==> config.mk <==
export PLATFORM = sky130hd
export DESIGN_NAME = sat_core
export DESIGN_NICKNAME = d
export VERILOG_FILES = /design/src/inc/sat_pkg.sv /design/src/logic/sat_core.sv
export VERILOG_INCLUDE_DIRS = /design/src /design/src/inc
export SDC_FILE = /design/constraint.sdc
export NUM_CORES = 1
export LEC_CHECK = 0
export ABC_CLOCK_PERIOD_IN_PS = 2600
export BUFFER_PORTS_ARGS = -buffer_cell sky130_fd_sc_hd__clkbuf_2
export CAP_MARGIN = 20
export CELL_PAD_IN_SITES_DETAIL_PLACEMENT = 1
export CELL_PAD_IN_SITES_GLOBAL_PLACEMENT = 1
export CORE_MARGIN = 3
export CORE_UTILIZATION = 48
export DETAILED_ROUTE_END_ITERATION = 7
export GPL_TIMING_DRIVEN = 0
export PLACE_DENSITY_LB_ADDON = 0.1
export SLEW_MARGIN = 5
export SYNTH_ARGS = -nofsm -noshare
export SYNTH_HDL_FRONTEND = slang
export SYNTH_SLANG_ARGS = --single-unit
==> constraint.sdc <==
create_clock -name ref_clk -period 2.6 [get_ports ref_clk]
set_input_delay 0.78 -clock ref_clk [delete_from_list [all_inputs] [get_ports ref_clk]]
set_output_delay 0.78 -clock ref_clk [all_outputs]
set_load 0.02 [all_outputs]
==> src/inc/sat_map.svh <==
`ifndef SAT_MAP_SVH
`define SAT_MAP_SVH
// ----------------------------------------
// word layout and preset codes
// ----------------------------------------
`define SAT_WORD_W 6
`define SAT_CASCADE_DLY 6
`define SAT_MSB 5
`define SAT_PUP_WAIT 2'h3
`define SAT_WORD_MAX 6'h00
`define SAT_WORD_24 6'h0f
`define SAT_WORD_16 6'h1f
`define SAT_WORD_REF 6'h3f
`define SAT_PRESET_MAX 2'h0
`define SAT_PRESET_24 2'h1
`define SAT_PRESET_16 2'h2
`endif

==> src/inc/sat_pkg.sv <==
package sat_pkg;
    // ----------------------------------------
    // types
    // ----------------------------------------
    typedef logic [5:0] sat_word_t;
    typedef struct packed {
        logic serial_mode;
        logic load_strobe;
        logic serial_clk;
        logic serial_data_in;
    } sat_serial_t;
    typedef enum logic [1:0] {
        SAT_POWERUP,
        SAT_CAPTURE,
        SAT_RUN
    } sat_state_t;
endpackage

==> src/logic/sat_core.sv <==
`timescale 1ns/1ps
`include "sat_map.svh"
module sat_core #(
    parameter int WORD_W = `SAT_WORD_W
) (
    input wire logic ref_clk,
    input wire logic rstn,
    input wire sat_pkg::sat_serial_t ser_in,
    input wire sat_pkg::sat_word_t atten_word_bits,
    input wire logic powerup_preset_a,
    input wire logic powerup_preset_b,
    output sat_pkg::sat_word_t atten_state,
    output logic [5:0] atten_half_db,
    output logic cascade_data_out
);
    import sat_pkg::*;

    // the decode and the ports are built for a six-bit word only
    if (WORD_W != `SAT_WORD_W) begin : g_bad_width
        $error("word width must be six");
    end

    // ----------------------------------------
    // pin synchronisers
    // ----------------------------------------
    sat_serial_t s1_r, s2_r, s3_r;
    sat_serial_t s1_nxt, s2_nxt, s3_nxt;
    // mode and strobe count as high only while stages two and three are both high; data is taken from stage three
    always_comb begin
        s1_nxt = ser_in;
        s2_nxt = s1_r;
        s3_nxt = s2_r;
    end
    always_ff @(posedge ref_clk) begin
        if (!rstn) begin
            s1_r <= '0;
            s2_r <= '0;
            s3_r <= '0;
        end else begin
            s1_r <= s1_nxt;
            s2_r <= s2_nxt;
            s3_r <= s3_nxt;
        end
    end

    logic mode_ser, strobe_hi, clk_rise;
    // qualified levels and serial clock edge
    always_comb begin
        mode_ser = s2_r.serial_mode & s3_r.serial_mode;
        strobe_hi = s2_r.load_strobe & s3_r.load_strobe;
        clk_rise = s2_r.serial_clk & ~s3_r.serial_clk;
    end

    // ----------------------------------------
    // parallel word and preset synchronisers
    // ----------------------------------------
    logic [`SAT_WORD_W+1:0] p1_r, p2_r, p3_r, ph_r;
    logic [`SAT_WORD_W+1:0] p1_nxt, p2_nxt, p3_nxt, ph_nxt;
    // a new word counts only once stages two and three agree
    always_comb begin
        p1_nxt = {powerup_preset_b, powerup_preset_a, atten_word_bits};
        p2_nxt = p1_r;
        p3_nxt = p2_r;
        ph_nxt = (p2_r == p3_r) ? p3_r : ph_r;
    end
    always_ff @(posedge ref_clk) begin
        if (!rstn) begin
            p1_r <= '0;
            p2_r <= '0;
            p3_r <= '0;
            ph_r <= '0;
        end else begin
            p1_r <= p1_nxt;
            p2_r <= p2_nxt;
            p3_r <= p3_nxt;
            ph_r <= ph_nxt;
        end
    end

    sat_word_t word_q;
    logic pre_a_q, pre_b_q;
    // settled word and straps, split back out of the held vector
    always_comb begin
        word_q = ph_r[`SAT_WORD_W-1:0];
        pre_a_q = ph_r[`SAT_WORD_W];
        pre_b_q = ph_r[`SAT_WORD_W+1];
    end

    // ----------------------------------------
    // decode
    // ----------------------------------------
    function automatic logic [5:0] weigh(input sat_word_t w);
        weigh = 6'h3f & ~w;
    endfunction

    function automatic sat_word_t preset(input logic a, input logic b);
        case ({b, a})
            `SAT_PRESET_MAX: preset = `SAT_WORD_MAX;
            `SAT_PRESET_24: preset = `SAT_WORD_24;
            `SAT_PRESET_16: preset = `SAT_WORD_16;
            default: preset = `SAT_WORD_REF;
        endcase
    endfunction

    // ----------------------------------------
    // shift register and state
    // ----------------------------------------
    sat_state_t st_r, st_nxt;
    sat_word_t shreg_r, shreg_nxt;
    sat_word_t state_r, state_nxt;
    logic [5:0] hdb_r, hdb_nxt;
    logic casc_r, casc_nxt;
    logic [1:0] wait_r, wait_nxt;

    // power-up capture, shifting, latching
    always_comb begin
        st_nxt = st_r;
        shreg_nxt = shreg_r;
        state_nxt = state_r;
        wait_nxt = wait_r;
        case (st_r)
            SAT_POWERUP: begin
                // let synchronisers fill before sampling straps
                wait_nxt = wait_r + 2'h1;
                if (wait_r == `SAT_PUP_WAIT) begin
                    st_nxt = SAT_CAPTURE;
                end
            end
            SAT_CAPTURE: begin
                if (strobe_hi) begin
                    state_nxt = word_q;
                end else begin
                    state_nxt = preset(pre_a_q, pre_b_q);
                end
                st_nxt = SAT_RUN;
            end
            SAT_RUN: begin
                if (mode_ser) begin
                    if (clk_rise && !strobe_hi) begin
                        shreg_nxt = {shreg_r[`SAT_MSB-1:0], s3_r.serial_data_in};
                    end
                end else begin
                    shreg_nxt = word_q;
                end
                if (strobe_hi) begin
                    state_nxt = mode_ser ? shreg_r : word_q;
                end
            end
            default: st_nxt = SAT_POWERUP;
        endcase
        hdb_nxt = weigh(state_nxt);
        casc_nxt = shreg_nxt[`SAT_MSB];
    end
    always_ff @(posedge ref_clk) begin
        if (!rstn) begin
            st_r <= SAT_POWERUP;
            shreg_r <= `SAT_WORD_REF;
            state_r <= `SAT_WORD_REF;
            hdb_r <= 6'h00;
            casc_r <= 1'b1;
            wait_r <= 2'h0;
        end else begin
            st_r <= st_nxt;
            shreg_r <= shreg_nxt;
            state_r <= state_nxt;
            hdb_r <= hdb_nxt;
            casc_r <= casc_nxt;
            wait_r <= wait_nxt;
        end
    end

    assign atten_state = state_r;
    assign atten_half_db = hdb_r;
    assign cascade_data_out = casc_r;
endmodule

-- Word level (Yosys, flattened, before mapping)
Index checks and enable logic that the tools add are counted.
- bitwise operators: 6
- equality and inequality tests: 8
- reductions and logical operators: 6
- $add $sub $neg: 1
- muxes and demuxes: 10
- operators by type and width (cell ; number):
    $mux W6 ; 6
    $pmux W6 S3 ; 1
    $pmux W6 S2 ; 1
    $eq A8 B8 Y1 ; 1
    $eq A2 B2 Y1 const B ; 3
    $not A6 Y6 ; 1
    $pmux W2 S3 ; 1
    $eq A2 B1 Y1 const B ; 2
    $logic_not A2 Y1 ; 2
    $reduce_and A2 Y1 ; 2
    $and A1 B1 Y1 ; 3
    $add A2 B1 Y2 const B ; 1
    $mux W2 ; 1
    $ne A2 B1 Y1 const B ; 1
    $ne A2 B2 Y1 const B ; 1
    $not A1 Y1 ; 2
    $logic_and A1 B1 Y1 ; 1
    $logic_not A1 Y1 ; 1
- flip-flop bits (word level): 66
- logic and storage cells: 53
- output and inout bits: 13
- bits of input ports: 14

-- Depth between registers and ports, before layout
Gate-level depths: netlist (run 1).
- depth in word-level cells: 6
- depth in mapped cells: 6
- gate-level depth less buffers: 6

-- Least setup slack after synthesis (run 1)
Ideal clock, no wire load.
- kind: input-to-reg
- start point: in rstn
- end point: reg (tool-made name)
- library setup time: 122 ps
- path buffers: 1
- arrival: 1290 ps
- data required time: 2478 ps
- setup slack: 1188 ps
- cell stages on the path: 3
- cell sequence: inv_1 buf_1 a221o_1
- RTL lines (element ; line ; text):
    start: declaration ; sat_core.sv:7 ; input wire logic rstn,

==> impl_metrics.yaml, run 1 <==
yosys:
  synth_area_per_cell_sq_um: 10.6
  yosysMostFrequentCell: "dfxtp_1"
  synth_top_flop_cell: "dfxtp_1"
  synth-async-reset-ratio_pct: 0
  syn-instance-count: 231
  ys_seq_area_share_pct: 54.1
  synth_edf_count: 0
  ys_ff_latch: 66
  netlist_area_sq_mm: 0.00244
  synth_commonest_cells: "66 x dfxtp_1, 36 x and2_1, 23 x mux2i_1"
  synth_area_leaders: "dfxtp_1 54%, mux2i_1 9.4%, and2_1 9.2%"
  synth_top_area_share_pct: 54.1
  synth_area_leader_cell: "dfxtp_1"
  synth_cell_type_count: 29
  syn-num-nets: 249
  yosysWarnings: 0
finish:
  seq_area_sq_mm: 0.00132
  areaGrowthSynthToFinish_pct: 18.1
  diodes: 0
  final_area_sq_mm: 0.00289
  finish.utilization_pct: 59.9
  final_nets: 286
  multi_input_area_sq_mm: 0.00104
  drive_gt1_share_pct: 19.0
  fill_cells: 559
  stdcell_count: 340
cts:
  root_buffer: "clkbuf_8"
  clkTransAtPathRegs_ns: 0.07
  numCtsBuffers: 9
  clkLatencyLatePin_ns: 0.34
  htreeDepth: 3
  post_cts_buffers: 0
  cts_buffer_depth: 2
  cts.sinks: 66
  cts-resized-gates: 0
  tritoncts: "yes"
  cts_hold_buffers: 0
route:
  ant_nets: 0
  drt_iter0_markers: 45
  routed_wl_mm: 4.83
  drcViolationCount: 0
  viasPerCell: 5.09
  wl_per_cell_um: 14.2
  vias: 1732
  dr.pass1.iters: 4
global_route:
  track_usage_pct: 18.0
  grt_antenna_before_repair: 0
  grt_pass1_wl_mm: 8.34
  gr-total-overflow: 0
  grt_pass1_vias: 1748
  grt_max_degree: 12
floorplan:
  io_pins: 27
  start_util_pct: 50.7
  num_rows: 25
  die-area_sq_mm: 0.00598
  fp.coreArea_sq_mm: 0.00482
  die_y_um: 77.4
  dieWidth_um: 77.4
setup_path:
  cp.required_ns: 1.82
  endpoint_kind: "output port"
  critPathTopFamily: "flip-flops"
  slowest_delay_ns: 0.37
  worstPathCellList: "clkbuf_2"
  worst-path-buf-inv: 1
  rr_worst_depth: 5
  cp_data_arrival_time_ns: 0.89
  cp.depth: 1
  criticalPathCategory: "reg -> out"
  crit_slowest_cell: "dfxtp_1"
  crit_path_start_kind: "flop"
  crit_fanout: 3
pwr:
  p_leak_nw: 1.28
  swShare_pct: 24.2
  internal-power_w: 0.00180
  ir_worst_vdd_uv: 490
  seqPwrFrac_pct: 47.4
  powerDensity_mw_per_mm2: 822
  power_frac_clock_pct: 40.9
  power_frac_comb_pct: 11.7
  p_sw_w: 0.000574
sta:
  whs_ns: 0.435
  finalSetupViolations: 0
  slew_violations: 0
  period_share_pct: 64.1
  rsz0062_at_grt: "no"
  hold_viol: 0
  achievable-frequency_mhz: 600
  tns_ns: 0
  tightest_slew_ns: 0.500
  min_period_ns: 1.67
  clock_skew_ns: 0.0115
  max_slew_margin_pct: 66.7
place:
  dpl_cell_area_sq_mm: 0.00266
  placed_cells: 324
  port_buffers: 26
  dpl.hpwl_mm: 3.35
  gp_congestion: 0.757
hold_path:
  hold_depth: 1
  hp-class: "reg -> reg"
job:
  cap_violations: 0
run_status:
  status: "completed"
cells by family after synthesis:
family / Yosys count / synth area share [%]
flip-flops: 66 / 54.1
multiplexers: 23 / 9.42
AO/OA/AOI/OAI: 36 / 10.6
adder cells (fa/ha/maj): 4 / 2.05
AND/OR/NAND/NOR: 75 / 17.1
XOR/XNOR: 9 / 3.23
buffers and inverters: 18 / 3.53
cell usage in the layout, fill, tap and decap left out, types with 2 or more instances in the layout:
master	instances
a21oi_1	7
a221oi_1	5
and3_1	7
nand2_2	3
clkbuf_1	7
buf_6	2
mux2i_1	23
buf_2	3
o21ai_0	3
clkbuf_2	26
nor2_1	8
bufinv_16	2
nand2_1	16
inv_1	6
a221o_1	6
o21ai_1	4
nand4_1	2
o22ai_1	6
and2_1	36
clkbuf_8	11
dfxtp_1	66
ha_1	4
xnor2_1	9
final timing paths:
check	slack (ns)	endpoint	startpoint
worst max-delay path	0.93	atten_state[1]	flop
worst min-delay path	0.44	s2_r[1]	s1_r[1]
worst max register to register	0.98	flop	st_r[0]
worst min register to register	0.44	s2_r[1]	s1_r[1]
power by group through the flow:
stage,clock network [W],logic [W],registers (W)
detailed placement,0,0.000277,0.00115
floorplan,0,0.000158,0.00118
finish,0.000970,0.000277,0.00113
global placement,0,0.000272,0.00115
global route,0.00104,0.000311,0.00113
CTS,0.000993,0.000281,0.00113
per-stage QoR:
| stage | setup WS, ns | total power, W |
|---|---|---|
| after floorplan | 1.19 | 0.00134 |
| after CTS | 0.917 | 0.00240 |
| after global routing | 0.824 | 0.00248 |
| final | 0.933 | 0.00237 |
| after global placement | 0.790 | 0.00142 |
| after detailed placement | 0.782 | 0.00143 |
registers in the layout, summed over array words and instances, names as in the netlist, named ones only:
name,count
atten_half_db,6
ph_r,8
shreg_r,5
s1_r,4
p3_r,8
s2_r,4
s3_r,4
p2_r,8
wait_r,2
cascade_data_out,1
p1_r,8
st_r,2
layer usage:
layer	share of wire, %	GRT usage [%]	vias up
li1	-	-	868
met1	49	23.5	823
met2	45	27.0	33
met3	4.2	3.94	8
met4	1.9	10.9	0
met5	0	0	-
area by class of cell:
class                   instances  area share [%]
plain buffers                  12            2.21
clock buffers                  12            5.37
clock inverters                 4            2.56
inverters                       6           0.780
multi-input cells             147            35.9
flip-flops and latches         66            45.8
well taps                      67            2.90
repair buffers                 26            4.51
Note: power is estimated with default switching activity, not from simulation.
==> run 2: changes to the inputs <==
--- a/config.mk
+++ b/config.mk
@@ -6,13 +6,14 @@
 export SDC_FILE = /design/constraint.sdc
 export NUM_CORES = 1
 export LEC_CHECK = 0
-export ABC_CLOCK_PERIOD_IN_PS = 2600
+export ABC_AREA = 1
+export ABC_CLOCK_PERIOD_IN_PS = 1400
 export BUFFER_PORTS_ARGS = -buffer_cell sky130_fd_sc_hd__clkbuf_2
 export CAP_MARGIN = 20
 export CELL_PAD_IN_SITES_DETAIL_PLACEMENT = 1
 export CELL_PAD_IN_SITES_GLOBAL_PLACEMENT = 1
 export CORE_MARGIN = 3
-export CORE_UTILIZATION = 48
+export CORE_UTILIZATION = 38
 export DETAILED_ROUTE_END_ITERATION = 7
 export GPL_TIMING_DRIVEN = 0
 export PLACE_DENSITY_LB_ADDON = 0.1
==> constraint.sdc (replaced) <==
create_clock -name ref_clk -period 1.4 [get_ports ref_clk]
set_input_delay 0.42 -clock ref_clk [delete_from_list [all_inputs] [get_ports ref_clk]]
set_output_delay 0.42 -clock ref_clk [all_outputs]
set_load 0.02 [all_outputs]
==> impl_metrics.yaml, run 2 <==
yosys:
  synth_commonest_cells: "119 x nand2_1, 73 x inv_1, 66 x dfxtp_1"
  synth_top_area_share_pct: 49.1
  yosysMostFrequentCell: "nand2_1"
  ys_ff_latch: 66
  yosysWarnings: 0
  synth-async-reset-ratio_pct: 0
  netlist_area_sq_mm: 0.00269
  synth_area_per_cell_sq_um: 7.33
  syn-instance-count: 367
  synth_edf_count: 0
  synth_cell_type_count: 28
  synth_area_leader_cell: "dfxtp_1"
  synth_top_flop_cell: "dfxtp_1"
  ys_seq_area_share_pct: 49.1
  syn-num-nets: 385
  synth_area_leaders: "dfxtp_1 49%, nand2_1 17%, inv_1 10%"
cts:
  htreeDepth: 3
  cts_buffer_depth: 2
  numCtsBuffers: 9
  clkLatencyLatePin_ns: 0.34
  cts_hold_buffers: 0
  cts.sinks: 66
  tritoncts: "yes"
  clkTransAtPathRegs_ns: 0.07
  post_cts_buffers: 0
  root_buffer: "clkbuf_8"
finish:
  final_area_sq_mm: 0.00321
  multi_input_area_sq_mm: 0.00104
  stdcell_count: 504
  layout_common_cells: "118 x nand2_1, 71 x inv_1, 64 x dfxtp_1, 26 x nor2_1, 25 x clkbuf_2"
  final_nets: 421
  areaGrowthSynthToFinish_pct: 19.5
  fill_cells: 888
  drive_gt1_share_pct: 17.9
  finish.utilization_pct: 47.1
  final_common_cell: "nand2_1"
  diodes: 0
  seq_area_sq_mm: 0.00132
sta:
  period_share_pct: 92.6
  hold_viol: 0
  rsz0062_at_grt: "yes"
  finalSetupViolations: 0
  slew_violations: 0
  setup_slack_ns: 0.104
  clock_skew_ns: 0.00766
  min_period_ns: 1.30
  max_slew_margin_pct: 62.5
  tightest_slew_ns: 0.563
  achievable-frequency_mhz: 771
global_route:
  grt_antenna_before_repair: 0
  grt_pass1_wl_mm: 10.1
  grt_max_degree: 13
  track_usage_pct: 15.7
  gr-total-overflow: 0
  grt_pass1_vias: 2287
setup_path:
  cp_data_arrival_time_ns: 0.88
  crit_slowest_cell: "dfxtp_1"
  critPathTopFamily: "flip-flops"
  slowest_delay_ns: 0.36
  crit_path_start_kind: "flop"
  cp.required_ns: 0.98
  criticalPathCategory: "reg -> out"
  endpoint_kind: "output port"
  worstPathCellList: "clkbuf_2"
  crit_fanout: 3
  worst-path-buf-inv: 1
job:
  cap_violations: 0
hold_path:
  hp-class: "in -> reg"
place:
  dp_slack_ns: -0.0635
  placed_cells: 488
  port_buffers: 25
  dpl_cell_area_sq_mm: 0.00294
  gp_congestion: 0.774
  dpl.hpwl_mm: 4.27
route:
  viasPerCell: 4.41
  routed_wl_mm: 5.80
  drcViolationCount: 0
  dr.pass1.iters: 5
  wl_per_cell_um: 11.5
  drt_iter0_markers: 38
  ant_nets: 0
  vias: 2221
pwr:
  p_leak_nw: 1.75
  ir_worst_vdd_uv: 611
  powerDensity_mw_per_mm2: 1860
floorplan:
  io_pins: 27
  fp.coreArea_sq_mm: 0.00683
  dieWidth_um: 90.1
  num_rows: 30
  die_y_um: 90.1
  die-area_sq_mm: 0.00812
  start_util_pct: 39.4
run_status:
  status: "completed"
==> run 2: cell count changes after synthesis, moves of 5 or more <==
cell	previous run	this run
and3_1	7	0
o21ai_0	3	10
nand3_1	1	14
mux2i_1	23	0
nor2_1	8	26
inv_1	6	73
o22ai_1	6	0
o211ai_1	0	7
xnor2_1	9	1
a221oi_1	5	0
a221o_1	6	0
and2_1	36	0
nand2_1	16	119
==> run 2: worst paths after layout <==
check        depth (start not counted)  slack [ns]             start                to
min                                  3        0.26         ser_in[1]           s1_r[1]
max                                  1        0.10  cascade_data_out  cascade_data_out
min reg2reg                          2        0.41           p1_r[4]           p2_r[4]
max reg2reg                          7        0.11           st_r[0]              flop
==> run 2: cells by family after synthesis <==
group           count (synthesis)  share of synthesized area (%)
flops                          66                           49.1
compound gates                 36                           8.33
buf+inv                        88                           13.1
fa+ha+maj                       4                           1.86
simple gates                  172                           27.3
xor+xnor                        1                          0.326
==> run 2: where the power goes <==
| group | switching, W | leakage [nW] | internal, W |
|---|---|---|---|
| sequential | 0.000156 | 0.545 | 0.00223 |
| clock | 0.000757 | 0.119 | 0.00123 |
| combinational | 0.00104 | 1.09 | 0.000558 |
| total | 0.00196 | 1.75 | 0.00402 |
==> run 2: what timing repair did <==
item / in CTS / in global routing
pin swaps: 0 / 1
endpoints found under the setup margin: 9 / 14
gates resized for setup: 3 / 8
==> run 2: area by class of cell <==
class	count	share of cell area, %
Inverter	77	8.99
Buffer	11	2.02
Clock inverter	6	3.54
Multi-Input combinational cell	213	32.3
Timing Repair Buffer	25	3.89
Tap cell	96	3.74
Clock buffer	10	4.28
Sequential cell	66	41.2
==> run 2: stage by stage <==
stage	power, W	TNS (ns)	hold slack [ns]
2_1_floorplan	0.00352	0	0.390
3_3_place_gp	0.00392	-0.0350	0.392
3_5_place_dp	0.00399	-0.0779	0.402
4_1_cts	0.00602	0	0.243
5_1_grt	0.00637	-0.00473	0.249
6_report	0.00598	0	0.257
==> run 2: metal layers <==
| metal | vias up | wire, um | track usage [%] |
|---|---|---|---|
| met1 | 1027 | 2420 | 16.8 |
| li1 | 1158 | - | - |
| met4 | 0 | 120 | 8.93 |
| met3 | 10 | 191 | 3.01 |
| met5 | - | 0 | 0 |
| met2 | 26 | 3070 | 28.8 |
